<file path="src/include/asr_map.svh">
// Register offsets, field positions and timing figures of the converter readout link.
// Assumes inclusion by bare name from the design files.
`ifndef ASR_MAP_SVH
`define ASR_MAP_SVH

// ----------------------------------------------------------------
// Timing figures and clock rate
// ----------------------------------------------------------------
`define ASR_MCLK_NS        50
`define ASR_MCLK_MHZ       20
`define ASR_STB_HIGH_NS    30
`define ASR_SETTLE_US      10000
`define ASR_SCK_HALF_CYC   8'h08
`define ASR_STB_GAP_CYC    8'h08

// ----------------------------------------------------------------
// Frame and power sequence counts
// ----------------------------------------------------------------
`define ASR_FRAME_BITS     5'h10
`define ASR_NAP_PULSES     3'h2
`define ASR_SLEEP_PULSES   3'h4
`define ASR_WAKE_PULSES    3'h5

// ----------------------------------------------------------------
// Synchroniser lanes of the device end
// ----------------------------------------------------------------
`define ASR_IN_STB         0
`define ASR_IN_SCKP        1
`define ASR_IN_SCKN        2
`define ASR_IN_LVDS        3
`define ASR_IN_SUPPLY      4
`define ASR_IN_LANES       5

// ----------------------------------------------------------------
// Host registers and fields
// ----------------------------------------------------------------
`define ASR_REG_CMD        8'h00
`define ASR_REG_CTRL       8'h04
`define ASR_REG_STAT       8'h08
`define ASR_REG_DATA       8'h0C
`define ASR_CMD_CONVERT    3'h1
`define ASR_CMD_NAP        3'h2
`define ASR_CMD_SLEEP      3'h3
`define ASR_CMD_WAKE_SCK   3'h4
`define ASR_CMD_WAKE_STB   3'h5
`define ASR_CTRL_LVDS      0
`define ASR_STAT_BUSY      0
`define ASR_STAT_READY     1
`define ASR_STAT_VALID     2

`endif

</file>
<file path="src/include/asr_pkg.sv">
// Types shared by both ends of the converter readout link.
// Assumes asr_map.svh is on the include path.
package asr_pkg;

    // ----------------------------------------------------------------
    // Power states of the device end
    // ----------------------------------------------------------------
    typedef enum logic [2:0] {
        ASR_PWR_OPER  = 3'h1,
        ASR_PWR_NAP   = 3'h2,
        ASR_PWR_SLEEP = 3'h4
    } asr_pwr_e;

    // ----------------------------------------------------------------
    // Sequencer states of the host end
    // ----------------------------------------------------------------
    typedef enum logic [4:0] {
        ASR_HST_IDLE   = 5'h01,
        ASR_HST_PULSE  = 5'h02,
        ASR_HST_GAP    = 5'h04,
        ASR_HST_SCK_HI = 5'h08,
        ASR_HST_SCK_LO = 5'h10
    } asr_hst_e;

endpackage

</file>
<file path="src/include/asr_if.sv">
// Pins between the converter and its host.
// Assumes the bench joins both ends through one instance of this interface.
`timescale 1ns/1ps
interface asr_if;
    logic convert_strobe_n;
    logic sclk_pos;
    logic sclk_neg_drv;
    logic sclk_neg_oe;
    logic sclk_neg;
    logic serial_out_pos;
    logic serial_out_neg;
    logic lvds_sel;

    // The device pulls the undriven negative clock pin down.
    assign sclk_neg = sclk_neg_oe ? sclk_neg_drv : 1'b0;

    modport dev (
        input  convert_strobe_n,
        input  sclk_pos,
        input  sclk_neg,
        input  lvds_sel,
        output serial_out_pos,
        output serial_out_neg
    );

    modport host (
        output convert_strobe_n,
        output sclk_pos,
        output sclk_neg_drv,
        output sclk_neg_oe,
        output lvds_sel,
        input  serial_out_pos,
        input  serial_out_neg
    );
endinterface

</file>
<file path="src/hw/asr_host.sv">
// Host end: Wishbone register slave that sequences strobes and serial
// clock to convert, read back, nap, sleep and wake the converter.
// Assumes a classic Wishbone master on mclk and the converter on the link.
//
// The implementer's own choices: the Wishbone slave port and the register offsets.
`timescale 1ns/1ps
`include "asr_map.svh"

module asr_host #(
    parameter int SETTLE_CYCLES = `ASR_SETTLE_US * `ASR_MCLK_MHZ
) (
    input  wire logic        mclk,
    input  wire logic        nrst,
    asr_if.host              link,
    input  wire logic        wb_cyc_i,
    input  wire logic        wb_stb_i,
    input  wire logic        wb_we_i,
    input  wire logic [7:0]  wb_adr_i,
    input  wire logic [31:0] wb_dat_i,
    input  wire logic [3:0]  wb_sel_i,
    output logic [31:0]      wb_dat_o,
    output logic             wb_ack_o
);

    localparam int STB_HI_CYC = (`ASR_STB_HIGH_NS + `ASR_MCLK_NS - 1) / `ASR_MCLK_NS;

    // ----------------------------------------------------------------
    // Register bus
    // ----------------------------------------------------------------
    logic        acc;
    logic        wr_lo;
    logic        busy;
    logic        ready_r;
    logic        valid_r;
    logic        done_ok;
    logic [15:0] data_r;
    logic [2:0]  cmd;
    logic        take;

    assign acc   = wb_cyc_i & wb_stb_i & ~wb_ack_o;
    assign wr_lo = acc & wb_we_i & wb_sel_i[0];
    assign cmd   = wb_dat_i[2:0];

    always_ff @(posedge mclk) begin
        if (!nrst) begin
            wb_ack_o <= 1'b0;
            wb_dat_o <= 32'h0000_0000;
        end else begin
            wb_ack_o <= acc;
            wb_dat_o <= 32'h0000_0000;
            if (acc && !wb_we_i) begin
                unique case (wb_adr_i)
                    `ASR_REG_CTRL: wb_dat_o[`ASR_CTRL_LVDS] <= link.lvds_sel;
                    `ASR_REG_STAT: wb_dat_o[`ASR_STAT_VALID:`ASR_STAT_BUSY] <=
                        {valid_r, ready_r, busy};
                    `ASR_REG_DATA: wb_dat_o[15:0] <= data_r;
                    default:       wb_dat_o <= 32'h0000_0000;
                endcase
            end
        end
    end

    always_ff @(posedge mclk) begin
        if (!nrst) begin
            link.lvds_sel <= 1'b0;
        end else if (wr_lo && wb_adr_i == `ASR_REG_CTRL) begin
            link.lvds_sel <= wb_dat_i[`ASR_CTRL_LVDS];
        end
    end

    // A new result arriving in the cycle its flag is read still sets it.
    always_ff @(posedge mclk) begin
        if (!nrst) begin
            valid_r <= 1'b0;
        end else if (done_ok) begin
            valid_r <= 1'b1;
        end else if (acc && !wb_we_i && wb_adr_i == `ASR_REG_DATA) begin
            valid_r <= 1'b0;
        end
    end

    // ----------------------------------------------------------------
    // Link sequencer
    // ----------------------------------------------------------------
    asr_pkg::asr_hst_e st_r;
    logic [7:0]  tmr_r;
    logic [2:0]  pulses_r;
    logic [4:0]  bits_r;
    logic        capture_r;
    logic        wake_r;
    logic        primed_r;
    logic [15:0] shift_r;
    logic [17:0] settle_r;
    logic [1:0]  dout_s1_r;
    logic [1:0]  dout_s2_r;
    logic        rx_bit;

    assign busy = (st_r != asr_pkg::ASR_HST_IDLE);
    // Conversions are refused until the reference has settled.
    assign take = wr_lo && wb_adr_i == `ASR_REG_CMD && !busy &&
                  (cmd != `ASR_CMD_CONVERT || ready_r);
    assign rx_bit = link.lvds_sel ? (dout_s2_r[0] & ~dout_s2_r[1]) : dout_s2_r[0];

    always_ff @(posedge mclk) begin
        if (!nrst) begin
            dout_s1_r <= 2'h0;
            dout_s2_r <= 2'h0;
        end else begin
            dout_s1_r <= {link.serial_out_neg, link.serial_out_pos};
            dout_s2_r <= dout_s1_r;
        end
    end

    always_ff @(posedge mclk) begin
        if (!nrst) begin
            st_r                  <= asr_pkg::ASR_HST_IDLE;
            tmr_r                 <= 8'h00;
            pulses_r              <= 3'h0;
            bits_r                <= 5'h00;
            capture_r             <= 1'b0;
            wake_r                <= 1'b0;
            link.convert_strobe_n <= 1'b0;
            link.sclk_pos         <= 1'b0;
            link.sclk_neg_drv     <= 1'b1;
            shift_r               <= 16'h0000;
        end else begin
            unique case (st_r)
                asr_pkg::ASR_HST_IDLE: begin
                    if (take) begin
                        capture_r <= (cmd == `ASR_CMD_CONVERT);
                        wake_r    <= (cmd == `ASR_CMD_WAKE_SCK) || (cmd == `ASR_CMD_WAKE_STB);
                        pulses_r  <= (cmd == `ASR_CMD_NAP)   ? `ASR_NAP_PULSES :
                                     (cmd == `ASR_CMD_SLEEP) ? `ASR_SLEEP_PULSES :
                                     (cmd == `ASR_CMD_WAKE_SCK) ? 3'h0 : 3'h1;
                        bits_r    <= (cmd == `ASR_CMD_CONVERT) ? `ASR_FRAME_BITS :
                                     (cmd == `ASR_CMD_WAKE_SCK) ? 5'h01 : 5'h00;
                        tmr_r     <= 8'h00;
                        st_r      <= (cmd == `ASR_CMD_WAKE_SCK) ? asr_pkg::ASR_HST_SCK_HI
                                                                : asr_pkg::ASR_HST_PULSE;
                        if (cmd == `ASR_CMD_WAKE_SCK) begin
                            link.sclk_pos <= 1'b1;
                            link.sclk_neg_drv <= 1'b0;
                        end else begin
                            link.convert_strobe_n <= 1'b1;
                        end
                    end
                end
                asr_pkg::ASR_HST_PULSE: begin
                    tmr_r <= tmr_r + 8'h01;
                    if (tmr_r + 8'h01 >= 8'(STB_HI_CYC)) begin
                        link.convert_strobe_n <= 1'b0;
                        tmr_r    <= 8'h00;
                        pulses_r <= pulses_r - 3'h1;
                        st_r     <= asr_pkg::ASR_HST_GAP;
                    end
                end
                asr_pkg::ASR_HST_GAP: begin
                    tmr_r <= tmr_r + 8'h01;
                    if (tmr_r + 8'h01 >= `ASR_STB_GAP_CYC) begin
                        tmr_r <= 8'h00;
                        if (pulses_r != 3'h0) begin
                            link.convert_strobe_n <= 1'b1;
                            st_r <= asr_pkg::ASR_HST_PULSE;
                        end else if (bits_r != 5'h00) begin
                            link.sclk_pos <= 1'b1;
                            link.sclk_neg_drv <= 1'b0;
                            st_r <= asr_pkg::ASR_HST_SCK_HI;
                        end else begin
                            st_r <= asr_pkg::ASR_HST_IDLE;
                        end
                    end
                end
                asr_pkg::ASR_HST_SCK_HI: begin
                    tmr_r <= tmr_r + 8'h01;
                    if (tmr_r + 8'h01 >= `ASR_SCK_HALF_CYC) begin
                        shift_r       <= {shift_r[14:0], rx_bit};
                        link.sclk_pos <= 1'b0;
                        link.sclk_neg_drv <= 1'b1;
                        tmr_r         <= 8'h00;
                        bits_r        <= bits_r - 5'h01;
                        st_r          <= asr_pkg::ASR_HST_SCK_LO;
                    end
                end
                asr_pkg::ASR_HST_SCK_LO: begin
                    tmr_r <= tmr_r + 8'h01;
                    if (tmr_r + 8'h01 >= `ASR_SCK_HALF_CYC) begin
                        tmr_r <= 8'h00;
                        if (bits_r != 5'h00) begin
                            link.sclk_pos <= 1'b1;
                            link.sclk_neg_drv <= 1'b0;
                            st_r <= asr_pkg::ASR_HST_SCK_HI;
                        end else begin
                            st_r <= asr_pkg::ASR_HST_IDLE;
                        end
                    end
                end
            endcase
        end
    end

    // The negative clock pin is left undriven in CMOS.
    always_ff @(posedge mclk) begin
        if (!nrst) begin
            link.sclk_neg_oe  <= 1'b0;
        end else begin
            link.sclk_neg_oe  <= link.lvds_sel;
        end
    end

    // ----------------------------------------------------------------
    // Settling and result bookkeeping
    // ----------------------------------------------------------------
    logic fin;

    assign fin     = (st_r == asr_pkg::ASR_HST_SCK_LO || st_r == asr_pkg::ASR_HST_GAP) &&
                     tmr_r + 8'h01 >= `ASR_SCK_HALF_CYC && bits_r == 5'h00 && pulses_r == 3'h0;
    assign done_ok = fin && capture_r && primed_r && st_r == asr_pkg::ASR_HST_SCK_LO;

    always_ff @(posedge mclk) begin
        if (!nrst) begin
            settle_r <= 18'h00000;
            ready_r  <= 1'b0;
        end else if (fin && wake_r) begin
            settle_r <= 18'h00000;
            ready_r  <= 1'b0;
        end else if (settle_r + 18'h00001 >= 18'(SETTLE_CYCLES)) begin
            ready_r  <= 1'b1;
        end else begin
            settle_r <= settle_r + 18'h00001;
        end
    end

    // The first frame after reset or a power command holds a stale word.
    always_ff @(posedge mclk) begin
        if (!nrst) begin
            primed_r <= 1'b0;
            data_r   <= 16'h0000;
        end else if (take && cmd != `ASR_CMD_CONVERT) begin
            primed_r <= 1'b0;
        end else if (fin && capture_r && st_r == asr_pkg::ASR_HST_SCK_LO) begin
            primed_r <= 1'b1;
            if (primed_r) begin
                data_r <= shift_r;
            end
        end
    end

endmodule

</file>
<file path="src/flat_wrapper.sv">
// flat-port wrapper written by rule: the top's interface ports become plain ports
module asr_host_flat 
#(
    parameter int SETTLE_CYCLES = `ASR_SETTLE_US * `ASR_MCLK_MHZ
)
  (mclk, nrst, wb_cyc_i, wb_stb_i, wb_we_i, wb_adr_i, wb_dat_i, wb_sel_i, wb_dat_o, wb_ack_o, link_convert_strobe_n, link_sclk_pos, link_sclk_neg_drv, link_sclk_neg_oe, link_lvds_sel, link_serial_out_pos, link_serial_out_neg);
  asr_if link_i ();
  input  wire logic mclk;
  input  wire logic nrst;
  input  wire logic wb_cyc_i;
  input  wire logic wb_stb_i;
  input  wire logic wb_we_i;
  input  wire logic [7:0] wb_adr_i;
  input  wire logic [31:0] wb_dat_i;
  input  wire logic [3:0] wb_sel_i;
  output logic [31:0] wb_dat_o;
  output logic wb_ack_o;
  output wire logic [$bits(link_i.convert_strobe_n)-1:0] link_convert_strobe_n;
  output wire logic [$bits(link_i.sclk_pos)-1:0] link_sclk_pos;
  output wire logic [$bits(link_i.sclk_neg_drv)-1:0] link_sclk_neg_drv;
  output wire logic [$bits(link_i.sclk_neg_oe)-1:0] link_sclk_neg_oe;
  output wire logic [$bits(link_i.lvds_sel)-1:0] link_lvds_sel;
  input wire logic [$bits(link_i.serial_out_pos)-1:0] link_serial_out_pos;
  input wire logic [$bits(link_i.serial_out_neg)-1:0] link_serial_out_neg;
  assign link_convert_strobe_n = link_i.convert_strobe_n;
  assign link_sclk_pos = link_i.sclk_pos;
  assign link_sclk_neg_drv = link_i.sclk_neg_drv;
  assign link_sclk_neg_oe = link_i.sclk_neg_oe;
  assign link_lvds_sel = link_i.lvds_sel;
  assign link_i.serial_out_pos = link_serial_out_pos;
  assign link_i.serial_out_neg = link_serial_out_neg;
  asr_host #(.SETTLE_CYCLES(SETTLE_CYCLES)) u_core (.mclk(mclk), .nrst(nrst), .link(link_i), .wb_cyc_i(wb_cyc_i), .wb_stb_i(wb_stb_i), .wb_we_i(wb_we_i), .wb_adr_i(wb_adr_i), .wb_dat_i(wb_dat_i), .wb_sel_i(wb_sel_i), .wb_dat_o(wb_dat_o), .wb_ack_o(wb_ack_o));
endmodule
</file>
<file path="config.mk">
export PLATFORM = sky130hd
export DESIGN_NAME = asr_host_flat
export DESIGN_NICKNAME = d
export VERILOG_FILES = /design/src/include/asr_pkg.sv /design/src/include/asr_if.sv /design/src/hw/asr_host.sv /design/src/flat_wrapper.sv
export VERILOG_INCLUDE_DIRS = /design/src /design/src/include
export SDC_FILE = /design/constraint.sdc
export NUM_CORES = 1
export LEC_CHECK = 0
export BUFFER_PORTS_ARGS = -buffer_cell sky130_fd_sc_hd__buf_2
export CORE_MARGIN = 5
export CORE_UTILIZATION = 31
export DETAILED_ROUTE_END_ITERATION = 10
export GPL_TIMING_DRIVEN = 1
export SLEW_MARGIN = 20
export SYNTH_ARGS = -nofsm -noshare
export SYNTH_HDL_FRONTEND = slang
export SYNTH_SLANG_ARGS = --single-unit
</file>
<file path="constraint.sdc">
create_clock -name mclk -period 2.3 [get_ports mclk]
set_clock_uncertainty 0.05 [all_clocks]
set_input_delay 0.115 -clock mclk [delete_from_list [all_inputs] [get_ports mclk]]
set_output_delay 0.115 -clock mclk [all_outputs]
set_load 0.01 [all_outputs]
</file>
Word level (Yosys, flattened, before mapping)
Cells that the tools add are included.
{"block": "classes", "addsub": 4, "order_cmp": 3, "eq_ne": 24, "mux": 51, "bitwise": 9, "reduce_logical": 43}
{"op": "2-to-1 mux 5 bit", "count": 9}
{"op": "case mux 5 bit (5 select lines)", "count": 1}
{"op": "2-to-1 mux 1 bit", "count": 24}
{"op": "2-to-1 mux 8 bit", "count": 3}
{"op": "case mux 8 bit (3 select lines)", "count": 1}
{"op": "adder 18 x 1 -> 18 bit, second input constant", "count": 1}
{"op": ">= comparator 18 bit, second input constant", "count": 1}
{"op": "equality test 8 x 4 -> 1 bit, second input constant", "count": 2}
{"op": "logical AND 1 bit", "count": 15}
{"op": "!= test 2 x 1 -> 1 bit, second input constant", "count": 7}
{"op": "2-to-1 mux 3 bit", "count": 4}
{"op": "AND reduction 3 bit", "count": 4}
{"op": "case mux 5 bit (2 select lines)", "count": 1}
{"op": "adder 8 x 1 -> 8 bit, second input constant", "count": 1}
{"op": "equality test 8 x 3 -> 1 bit, second input constant", "count": 1}
{"op": ">= comparator 8 x 1 -> 1 bit, second input constant", "count": 1}
{"op": ">= comparator 8 x 4 -> 1 bit, second input constant", "count": 1}
{"op": "zero test 8 bit", "count": 1}
{"op": "2-to-1 mux 4 bit", "count": 2}
{"op": "case mux 1 bit (4 select lines)", "count": 2}
{"op": "AND reduction 7 bit", "count": 1}
{"op": "equality test 3 x 2 -> 1 bit, second input constant", "count": 2}
{"op": "equality test 3 bit, second input constant", "count": 2}
{"op": "case mux 1 bit (3 select lines)", "count": 2}
{"op": "28 further kinds", "count": 45}
{"block": "totals", "register_bits": 118, "in_bits": 51, "output_inout_bits": 38, "word_cells": 157}

Longest topological paths before layout
Gate-level depths: netlist of the first run.
{"block": "depth", "ltp_word": 10, "mapped_depth": 11, "depth_no_buf": 8}

Least setup slack after synthesis of the first run
Ideal clock, no wire load.
{"block": "synth_path", "kind": "register to register", "from": "reg u_core.tmr_r[0]", "to": "reg u_core.ready_r", "setup_ns": 0.128, "arrival_ns": 2.271, "required_ns": 2.122, "slack_ns": -0.149, "stages_incl_launch_ff": 10, "n_path_buf": 2, "period_less_slack_ns": 2.449, "cell_sequence": "dfxtp_1 > ha_1 > buf_2 > and3_1 > o2111ai_1 > o31a_1 > nor2_2 > o41ai_4 > clkbuf_1 > nor2_1"}
{"block": "synth_via", "elab_chain_len": 7}
{"element": "start: declaration", "line": "asr_host.sv:86", "source": "logic [7:0] tmr_r;"}
{"element": "start signal: assignment", "line": "asr_host.sv:149", "source": "tmr_r <= tmr_r + 8'h01;"}
{"element": "start signal: assignment", "line": "asr_host.sv:158", "source": "tmr_r <= tmr_r + 8'h01;"}
{"element": "start signal: assignment", "line": "asr_host.sv:174", "source": "tmr_r <= tmr_r + 8'h01;"}
{"element": "adder 8 x 1 -> 8 bit", "line": "asr_host.sv:216", "source": "tmr_r + 8'h01 >= `ASR_SCK_HALF_CYC && bits_r == 5'h00 && pulses_r == 3'h0;"}
{"element": ">= comparator 8 x 4 -> 1 bit (no line)"}
{"element": "logical AND 1 bit (no line)"}
{"element": "logical AND 1 bit (2 in series)", "line": "asr_host.sv:215", "source": "assign fin = (st_r == asr_pkg::ASR_HST_SCK_LO || st_r == asr_pkg::ASR_HST_GAP) &&"}
{"element": "logical AND 1 bit", "line": "asr_host.sv:223", "source": "end else if (fin && wake_r) begin"}
{"element": "OR reduction 2 bit (no line)"}
{"element": "end signal: assignment", "line": "asr_host.sv:222", "source": "ready_r <= 1'b0;"}
{"element": "end signal: assignment", "line": "asr_host.sv:225", "source": "ready_r <= 1'b0;"}
{"element": "end signal: assignment", "line": "asr_host.sv:227", "source": "ready_r <= 1'b1;"}
{"element": "end: declaration", "line": "asr_host.sv:33", "source": "logic ready_r;"}
Every way passes these cells.
A chain may end at the register's enable or synchronous reset.

Worst setup path in the final report of the first run
{"block": "layout_path", "from": "reg u_core.settle_r[0]", "to": "reg u_core.settle_r[1]"}
{"block": "layout_via", "elab_chain_len": 2}
{"element": "start: declaration", "line": "asr_host.sv:93", "source": "logic [17:0] settle_r;"}
{"element": "start signal: assignment", "line": "asr_host.sv:229", "source": "settle_r <= settle_r + 18'h00001;"}
{"element": "adder 18 x 1 -> 18 bit *", "line": "asr_host.sv:226, asr_host.sv:229"}
{"element": ">= comparator 18 bit", "line": "asr_host.sv:226", "source": "end else if (settle_r + 18'h00001 >= 18'(SETTLE_CYCLES)) begin"}
Mark *: on every way between the ends. The rest lies on a longest branch, timed or not.

==> impl_results.md, run 1 <==
* Flop and latch count out of synthesis at 102
* Row count at 45
* CTS Buffer Depth at 2
* DR iter-0 viols at 218
* Vias in the first global route at 3,850
* Final hold vios at 0
* Reg2Reg Launch Point: u_core.settle_r[0]
* CP max FO at 6
* Unique masters post-synth at 63
* Top FF cell, synth: dfxtp_1
* First-pass GRT wire length at 18,020 um
* Hold Crit Start: wb_dat_i[2]
* Root Buffer: clkbuf_16
* H-tree Lvls at 3
* Via count at 4,017
* Reg2Reg Depth at 8
* Core footprint at 15,030 um2
* Die height at 133.3 um
* Most common cell after layout, fill and taps aside: dfxtp_1
* MaxCap Viol Count at 0
* Dpl cells at 770
* Asr flop ratio synth at 0%
* Post-synth top area share at 43.30%
* RR Endpoint: u_core.settle_r[1]
* Mapped Area at 4716 um2
* Worst Hold Class: input port to flip-flop
* Peak supply drop at 0.4099 mV
* Min-Delay Endpoint: u_core.wake_r
* Final Power at 3.532 mW
* Setup ws final at 0.04681 ns
* Detail Placement HPWL at 7675 um
* Clock sink count at 102
* Largest cells by area after synthesis: dfxtp_1, nand2_1, mux2i_1
* Synth area leader: dfxtp_1
* Reg2Reg Setup Slack at 0.05 ns
* ANT nets after route at 0
* Finished Layout Cells at 795
* Mean post-synth cell area at 8.881 um2
* Pins Over Slew Limit at 0
* GPL Wtd Cong at 0.8464
* N_diodes at 0
* Crit path kind: flip-flop to flip-flop
* Leakage at 2.230 nW
* Pwr Density at 598.8 nW/um2
* RSZ-0062 raised after global routing: true
* Die X at 133.3 um
* WP data required at 2.50 ns
* Initial antenna violation count at 0
* Most frequent cells in the layout: dfxtp_1, nand2_1, buf_2, buf_4, nor2_1
* Tmin final at 2.253 ns
* Synth warnings at 0
* First-pass DRT Iterations at 4
* Post-Syn Instances at 531
* Design area at 5899 um2
* Final setup violation count at 0
* CTS Buf Count at 9
* Cell Area, Placed at 5300 um2
* Remaining Overflow, GRT at 0
* Via density at 5.053
* Place WS at -0.05209 ns
* # DRC at 0
* Worst hold stages at 3
* Clock Latency Late Sink at 0.35 ns
* Die area at 17,780 um2
* Layout area overhead at 25.10%
* DR WL/cell at 13.96 um
* Status: finished, final reports clean
* IO Pins at 89
* Upper clock frequency limit at 443.8 MHz
* PortBufs at 40
* Routed WL at 11,100 um
* Worst setup EP type: flip-flop
* Register area share after synthesis at 43.30%
* Startpoint Class: flip-flop
* Nets at 661
* Initial Util at 31.37%
* Largest net degree at the start of global routing at 24
* GRT Util Overall at 12.14%
* Setup TNS at 0 ns
* Final Cycle Share at 97.96%
* Post-synth EDFFs at 0
* CTS tree: yes
* Crit path arrival time at 2.45 ns
* Layout cells sized above 1 at 23.39%
* CTS clk-pin slew, worst paths at 0.07 ns
## state kept, by name (all words and copies together) (netlist names)
| signal | flops |
|---|---|
| u_core.pulses_r | 3 |
| u_core.link.lvds_sel | 1 |
| u_core.link.convert_strobe_n | 1 |
| u_core.link.sclk_pos | 1 |
| u_core.link.sclk_neg_oe | 1 |
| u_core.shift_r | 16 |
| u_core.link.sclk_neg_drv | 1 |
| u_core.data_r | 16 |
| u_core.valid_r | 1 |
| u_core.wake_r | 1 |
| u_core.st_r | 5 |
| u_core.capture_r | 1 |
| u_core.tmr_r | 8 |
| u_core.primed_r | 1 |
| u_core.bits_r | 5 |
| u_core.dout_s1_r | 2 |
| u_core.ready_r | 1 |
| u_core.wb_dat_o | 16 |
| u_core.settle_r | 18 |
| u_core.dout_s2_r | 2 |
| u_core.wb_ack_o | 1 |
## worst max-delay path, cell delays in order, from the launching register on
cell     delay (ns)
dfxtp_2        0.34
buf_6          0.12
and2_4         0.15
or4_1          0.51
a32o_2         0.28
a22oi_4        0.29
buf_6          0.18
mux2i_1        0.18
nor2_1         0.05
## cells in the mapped netlist, types with 2 or more instances
library cell and number:
o21ai_1 13, a21boi_1 18, nor2b_1 23, and4b_1 2, xor2_1 5, or4_1 6, a21boi_0 6, nand2_1 58
o311ai_0 2, ha_1 8, a21oi_1 26, nor4b_1 2, a311oi_1 2, o2111ai_1 3, a32o_1 2, o21ai_0 6
buf_2 5, nor2_1 29, o211ai_1 3, and3b_1 4, nand3b_1 2, and2_1 26, buf_4 18, dfxtp_1 102
and3_1 8, nand2b_1 5, o22ai_1 3, nand3_1 23, o31ai_1 5, or3_1 13, nor3b_1 6, nor3_1 6
nand4_1 4, and4_1 3, a211oi_1 5, clkbuf_1 17, o21a_1 3, mux2i_1 21, inv_1 14
## routing by layer
layer	vias to the layer above	global-route usage, %	routed length [um]
li1	1987	-	-
met1	1938	15.44	5058
met2	77	20.17	5445
met3	15	3.588	485
met4	0	3.200	105
met5	-	0	0
## through the flow
step	hold slack (ns)	util [%]
after global placement	0.2819	35.26
after floorplan	0.1923	-
final	0.02482	39.24
after global routing	0.05166	39.24
after detailed placement	0.2867	35.26
after CTS	0.01844	37.44
## report_power, final
group / internal [mW] / switching [mW] / leakage (nW)
registers: 1.79 / 0.0193 / 0.828
clock network: 0.761 / 0.729 / 0.145
logic: 0.103 / 0.134 / 1.26
total: 2.65 / 0.882 / 2.23
## how the worst max path moves through the flow
stage / startpoint / to / slack [ns] / depth (start not counted)
after global placement: u_core.settle_r[0] / u_core.settle_r[11] / 0.04 / 9
after floorplan: u_core.tmr_r[0] / u_core.data_r[10] / 0.007 / 11
after detailed placement: u_core.settle_r[1] / u_core.settle_r[1] / -0.05 / 8
after CTS: u_core.settle_r[1] / u_core.settle_r[14] / -0.002 / 9
after global routing: u_core.tmr_r[0] / u_core.data_r[8] / -0.02 / 10
final: u_core.settle_r[0] / u_core.settle_r[1] / 0.05 / 8
## what timing repair did
action                                  CTS  global route
resized for setup                         7            37
pin swaps                                 0            11
hold endpoints to repair                  2             0
endpoints found under the setup margin    6            47
cloned                                    0             5
buffers inserted                          0             3
hold buffers                              2             0
## layout make-up
type | instances | area [um2]
clock inverters | 7 | 67.56
fillers | 1458 | 9134
multi-input cells | 388 | 2569
clock buffers | 9 | 225.2
repair buffers | 87 | 693.2
flip-flops and latches | 102 | 2057
well taps | 188 | 235.2
inverters | 14 | 52.55
## kinds of logic after synthesis
family | count (synthesis) | synth area share, %
other | 1 | 0.07952
AND/OR/NAND/NOR | 226 | 25.87
XOR/XNOR | 6 | 1.114
multiplexers | 22 | 4.696
AO/OA/AOI/OAI | 110 | 16.40
flip-flops | 102 | 43.30
adder cells (fa/ha/maj) | 8 | 2.123
buffers and inverters | 56 | 6.421
No activity file was read; power rests on OpenSTA's default activity.
==> run 2, diff against run 1 <==
CTS_BUF_LIST = sky130_fd_sc_hd__clkbuf_8   (was not set)
==> run 2 against run 1 <==
  * Via count is 0.37% lower
  * Sequential share of layout area increased by 0.55 points
  * Core utilization decreased by 0.57 points
  * Critical path depth grew 1
  * Register-to-register slack hardly changed
  * Maximum frequency shrank 0.25%
  * Power down 11%
  * Highest routed layer unchanged
==> impl_results.md, run 2 (synthesis results as in run 1) <==
* GPL Wtd Cong at 0.8464 (unchanged)
* CTS clk-pin slew, worst paths at 0.11 ns (+0.04 ns)
* Switching share of power at 26.60% (+1.6 points)
* Reg power frac at 57.3% (+6.2 points)
* Final setup violation count at 0 (unchanged)
* CTS Buffer Depth at 2 (unchanged)
* Via density at 5.009 (-0.87%)
* PortBufs at 40 (unchanged)
* Area of the multi-input gates at 2547 um2 (-0.83%)
* DR WL/cell at 13.68 um (-2.0%)
* Final hold vios at 0 (unchanged)
* GRT Util Overall at 12.04% (-0.10 points)
* Finished Layout Cells at 799 (+0.50%)
* RSZ-0062 raised after global routing: true
* WP data required at 2.56 ns (+0.06 ns)
* Worst Hold Class: input port to flip-flop
* CP Cell Sequence: buf_6 > and2_4 > or4_1 > a32o_2 > a22oi_4 > buf_12 > buf_6 > o21ai_2 > a21oi_1
* CP max stage delay at 0.51 ns (about the same)
* Core footprint at 15,030 um2 (unchanged)
* Pins Over Slew Limit at 0 (unchanged)
* Largest register FFs at 18 (unchanged)
* Int Pwr at 2.312 mW (-13%)
* Root Buffer: clkbuf_8
* Most frequent cells in the layout: dfxtp_1, nand2_1, buf_2, buf_4, nor2_1
* Pwr Density at 541.8 nW/um2 (-9.5%)
* Die height at 133.3 um (unchanged)
* Initial Util at 31.37% (unchanged)
* Most common cell after layout, fill and taps aside: dfxtp_1
* Clock Latency Late Sink at 0.38 ns (+0.03 ns)
* CP max FO at 5 (-1)
* Layout area overhead at 23.30%
* MaxCap Viol Count at 0 (unchanged)
* Row count at 45 (unchanged)
* Status: finished, final reports clean
* Largest net degree at the start of global routing at 24 (unchanged)
* N_diodes at 0 (unchanged)
* Psw at 0.8378 mW (-5.0%)
* Layout cells sized above 1 at 23.24% (-0.15 points)
* Worst setup EP type: flip-flop
* DR iter-0 viols at 242 (+11%)
* Cell family with most CP delay: compound AO/OA/AOI/OAI gates
* Setup TNS at 0 ns (unchanged)
* Vias in the first global route at 3,847 (-0.078%)
* Hold WS at 0.04669 ns (+0.02187 ns)
* Clock sink count at 102 (unchanged)
* Initial antenna violation count at 0 (unchanged)
* # DRC at 0 (unchanged)
* Die X at 133.3 um (unchanged)
* Final Cycle Share at 98.21% (+0.25 points)
* Leakage at 2.204 nW (-1.2%)
* First-pass GRT wire length at 17,980 um (-0.23%)
* Nets at 665 (+0.61%)
* Biggest register: u_core.settle_r
* Most frequent CP cell: buf_6
* Clk pwr share at 35.0% (-7.2 points)
* CP max-delay cell: or4_1
* First-pass DRT Iterations at 4 (unchanged)
* Crit path kind: flip-flop to flip-flop
* CTS tree: yes
* Routed WL at 10,930 um (-1.5%)
* Crit path arrival time at 2.52 ns (+0.07 ns)
* CTS Buf Count at 9 (unchanged)
* # fillers at 1,475 (+1.2%)
* Reg area at 2059 um2 (+0.12%)
* Via count at 4,002 (-0.37%)
* Tmin final at 2.259 ns (+0.005644 ns)
* Peak supply drop at 0.3052 mV (-26%)
* IO Pins at 89 (unchanged)
* Worst Path Buf+Inv at 3 (+1)
* Detail Placement HPWL at 7675 um (unchanged)
* Startpoint Class: flip-flop
* Die area at 17,780 um2 (unchanged)
* ANT nets after route at 0 (unchanged)
* H-tree Lvls at 3 (unchanged)
* Remaining Overflow, GRT at 0 (unchanged)
* Combinational share of power at 7.7% (+1.0 points)
* Upper clock frequency limit at 442.7 MHz (-0.25%)
* Dpl cells at 770 (unchanged)
* Finished Core Util at 38.68% (-0.57 points)
==> run 2: cell types whose count changed in the layout (fill, tap and decap cells not counted), moves of 2 or more <==
cell           before  now
a21oi_1            24   26
a21oi_2             2    0
clkbuf_16          13    4
clkbuf_8            0    9
dfxtp_1            92   90
dfxtp_2             9   11
dlygate4sd3_1       2    5
or4_1               4    6
or4_4               2    0
==> run 2: final timing paths <==
path | cells after the start | end | slack [ns] | startpoint
max | 9 | u_core.settle_r[14] | 0.04 | u_core.settle_r[0]
min | 3 | u_core.wb_dat_o[0] | 0.05 | wb_we_i
max reg2reg | 9 | u_core.settle_r[14] | 0.04 | u_core.settle_r[0]
min reg2reg | 1 | u_core.dout_s2_r[1] | 0.41 | u_core.dout_s1_r[1]
==> run 2: what timing repair did <==
| item | CTS | global route |
|---|---|---|
| cloned | 0 | 5 |
| hold endpoints to repair | 4 | 0 |
| pin swaps | 0 | 9 |
| hold buffers | 5 | 0 |
| buffers inserted | 0 | 3 |
| endpoints found under the setup margin | 11 | 54 |
| resized for setup | 8 | 33 |
==> run 2: per-layer routing <==
| layer | wire length [um] | vias up | track usage [%] |
|---|---|---|---|
| met3 | 484 | 8 | 3.739 |
| met5 | 0 | - | 0 |
| met4 | 59 | 0 | 2.286 |
| met1 | 5104 | 1927 | 15.46 |
| li1 | - | 1995 | - |
| met2 | 5283 | 72 | 20.12 |
==> run 2: worst register-to-register path: stages, from the launching register on <==
cell     delay [ns]
dfxtp_4        0.37
buf_6          0.12
and2_4         0.15
or4_1          0.51
a32o_2         0.28
a22oi_4        0.27
buf_12         0.16
buf_6          0.09
o21ai_2        0.04
a21oi_1        0.14
==> run 2: final cells by class <==
type                       instances  area share (%)
multi-input combinational        388           43.81
sequential                       102           35.42
timing repair buffer              91           12.52
tap                              188           4.046
clock buffer                       9           2.130
clock inverter                     7           1.162
inverter                          14          0.9038
==> run 2: metrics by stage <==
step / total power [mW] / setup slack, ns / cell area [um2]
final: 3.150 / 0.04117 / 5814
after global routing: 3.295 / -0.06005 / 5814
after CTS: 3.182 / -0.008572 / 5564
after detailed placement: 2.069 / -0.05209 / 5300
after global placement: 2.061 / 0.03874 / 5300
after floorplan: 1.993 / 0.006876 / 4786
==> run 2: power groups by stage <==
stage | clock network, mW | logic [mW] | registers [mW]
CTS | 1.15 | 0.234 | 1.80
floorplan | 0 | 0.149 | 1.84
global placement | 0 | 0.220 | 1.84
global route | 1.22 | 0.266 | 1.81
detailed placement | 0 | 0.225 | 1.84
finish | 1.10 | 0.242 | 1.81
==> run 3, diff against run 2 <==
clock period = 2.64 ns   (was 2.3 ns; I/O delays follow)
==> run 3 against run 2 <==
  * Clock-buffer cell count up 1
  * Global-route usage decreased by 0.85 points
  * Via count shrank 5.2%
  * Sequential cell count stayed put
  * Setup slack improved by 0.17 ns
  * Hold slack worse by 0.020 ns
  * Maximum frequency is 7.2% lower
  * Die area is the same
  * Final area fell by 8.7%
  * Core utilization decreased by 3.4 points
  * Clock power fell by 19%
  * Sequential share of layout area is 3.0 points higher
  * Critical path type unchanged
==> impl_results.md, run 3 (synthesis results as in run 1) <==
* Setup TNS at 0 ns (unchanged)
* N_diodes at 0 (unchanged)
* Switching share of power at 24.65% (-1.9 points)
* Upper clock frequency limit at 411.0 MHz (-7.2%)
* Remaining Overflow, GRT at 0 (unchanged)
* Die height at 133.3 um (unchanged)
* Layout cells sized above 1 at 14.29% (-9.0 points)
* Psw at 0.6518 mW (-22%)
* Hold Crit Start: wb_dat_i[2]
* Biggest register: u_core.settle_r
* Detail Placement HPWL at 7010 um (-8.7%)
* First-pass DRT Iterations at 4 (unchanged)
* Reg power frac at 59.5% (+2.2 points)
* Reg2Reg Launch Point: u_core.tmr_r[0]
* CTS Buffer Depth at 2 (unchanged)
* Initial antenna violation count at 0 (unchanged)
* Peak supply drop at 0.2286 mV (-25%)
* Final Power at 2.644 mW (-16%)
* Final Cycle Share at 92.15% (-6.1 points)
* DR WL/cell at 12.93 um (-5.5%)
* Clock Latency Late Sink at 0.37 ns (about the same)
* CP max FO at 17 (+12)
* Worst hold stages at 3 (unchanged)
* Die area at 17,780 um2 (unchanged)
* Root Buffer: clkbuf_8
* RR Endpoint: u_core.data_r[0]
* Worst-Margin Slew at 0.5636 ns
* Clock sink count at 102 (unchanged)
* Clk pwr share at 33.8% (-1.2 points)
* MaxCap Viol Count at 0 (unchanged)
* Status: finished, final reports clean
* Initial Util at 31.37% (unchanged)
* GRT Util Overall at 11.19% (-0.85 points)
* Most common cell after layout, fill and taps aside: dfxtp_1
* Crit path kind: flip-flop to flip-flop
* Pwr Density at 498.1 nW/um2 (-8.1%)
* Crit path arrival time at 2.65 ns (+0.13 ns)
* Largest net degree at the start of global routing at 34 (+42%)
* Place WS at 0.1074 ns (+0.1595 ns)
* Final hold vios at 0 (unchanged)
* CTS Buf Count at 9 (unchanged)
* Design area at 5309 um2 (-8.7%)
* Crit. Startpoint: u_core.tmr_r[0]
* Leakage at 1.952 nW (-11%)
* Combinational share of power at 6.7% (-1.0 points)
* Layout area overhead at 12.58%
* Core footprint at 15,030 um2 (unchanged)
* Setup ws final at 0.2071 ns (+0.1660 ns)
* Final setup violation count at 0 (unchanged)
* Pins Over Slew Limit at 0 (unchanged)
* GPL Wtd Cong at 0.8433 (-0.37%)
* Row count at 45 (unchanged)
* Reg2Reg Depth at 9 (unchanged)
* Die X at 133.3 um (unchanged)
* H-tree Lvls at 3 (unchanged)
* # DRC at 0 (unchanged)
* ANT nets after route at 0 (unchanged)
* Hold WS at 0.02696 ns (-0.01973 ns)
* Tmin final at 2.433 ns (+0.1740 ns)
* Nets at 629 (-5.4%)
* Min-Delay Endpoint: u_core.wake_r
* # fillers at 1,522 (+3.2%)
* Startpoint Class: flip-flop
* Slew HR at 62.43%
* First-pass GRT wire length at 16,620 um (-7.6%)
* Vias in the first global route at 3,578 (-7.0%)
* RSZ-0062 raised after global routing: false
* CTS tree: yes
* PortBufs at 40 (unchanged)
* WP data required at 2.86 ns (+0.30 ns)
* Int Pwr at 1.992 mW (-14%)
* Worst setup EP type: flip-flop
* DR iter-0 viols at 162 (-33%)
* CTS clk-pin slew, worst paths at 0.10 ns (about the same)
* Largest register FFs at 18 (unchanged)
* IO Pins at 89 (unchanged)
* Cell Area, Placed at 5097 um2 (-3.8%)
* Worst Hold Class: input port to flip-flop
* Reg2Reg Setup Slack at 0.21 ns (+0.17 ns)
* Via density at 4.979 (-0.59%)
* Via count at 3,794 (-5.2%)
* Most frequent cells in the layout: dfxtp_1, nand2_1, buf_2, nor2_1, and2_1
* Routed WL at 9849 um (-9.9%)
==> run 3: metal layers <==
metal	up-vias	global-route usage (%)	part of all wire [%]	wire, um
li1	1907	-	-	-
met1	1786	13.76	45	4419
met2	87	18.74	48	4723
met3	14	3.399	5.8	572
met4	0	3.657	1.4	133
met5	-	0	0	0
==> run 3: critical path, stage by stage, from the launching register on <==
cell and delay [ns]:
dfxtp_1 0.39, ha_1 0.33, and3_1 0.22, o2111ai_1 0.24, o31a_1 0.25, nor2_4 0.09, nor3b_2 0.27, buf_12 0.21
mux2i_1 0.21, nor2b_1 0.06
==> run 3: how the worst max path moves through the flow <==
stage	slack (ns)	cells past startpoint	end
global route	0.03	9	u_core.data_r[10]
global placement	0.22	8	u_core.settle_r[15]
detailed placement	0.11	8	u_core.settle_r[15]
floorplan	0.19	9	u_core.ready_r
CTS	0.09	8	u_core.settle_r[15]
finish	0.21	9	u_core.data_r[0]
==> run 3: layout make-up <==
type                            instances  area (um2)  share of cell area (%)
Tap cell                              188       235.2                   4.431
Inverter                               14       52.55                  0.9899
Sequential cell                       102        2042                   38.46
Clock inverter                          5       35.03                  0.6599
Multi-Input combinational cell        388        2451                   46.17
Clock buffer                           10       137.6                   2.593
Timing Repair Buffer                   55       355.3                   6.693
==> run 3: per-stage QoR <==
stage / util [%] / instances
floorplan: - / 546
global placement: 33.91 / 745
detailed placement: 33.91 / 745
CTS: 35.19 / 762
global route: 35.31 / 762
finish: 35.31 / 762
==> run 3: power groups by stage <==
stage	registers (mW)	clock network, mW	logic (mW)
after floorplan	1.61	0	0.130
after global placement	1.61	0	0.171
after detailed placement	1.61	0	0.175
after CTS	1.57	0.935	0.178
after global routing	1.58	0.986	0.198
final	1.57	0.894	0.178
==> run 3: timing repair <==
action	4_1_cts	5_1_grt
hold buffers	2	0
setup buffers	0	0
hold endpoints to repair	2	0
endpoints found under the setup margin	0	7
resized for setup	0	6
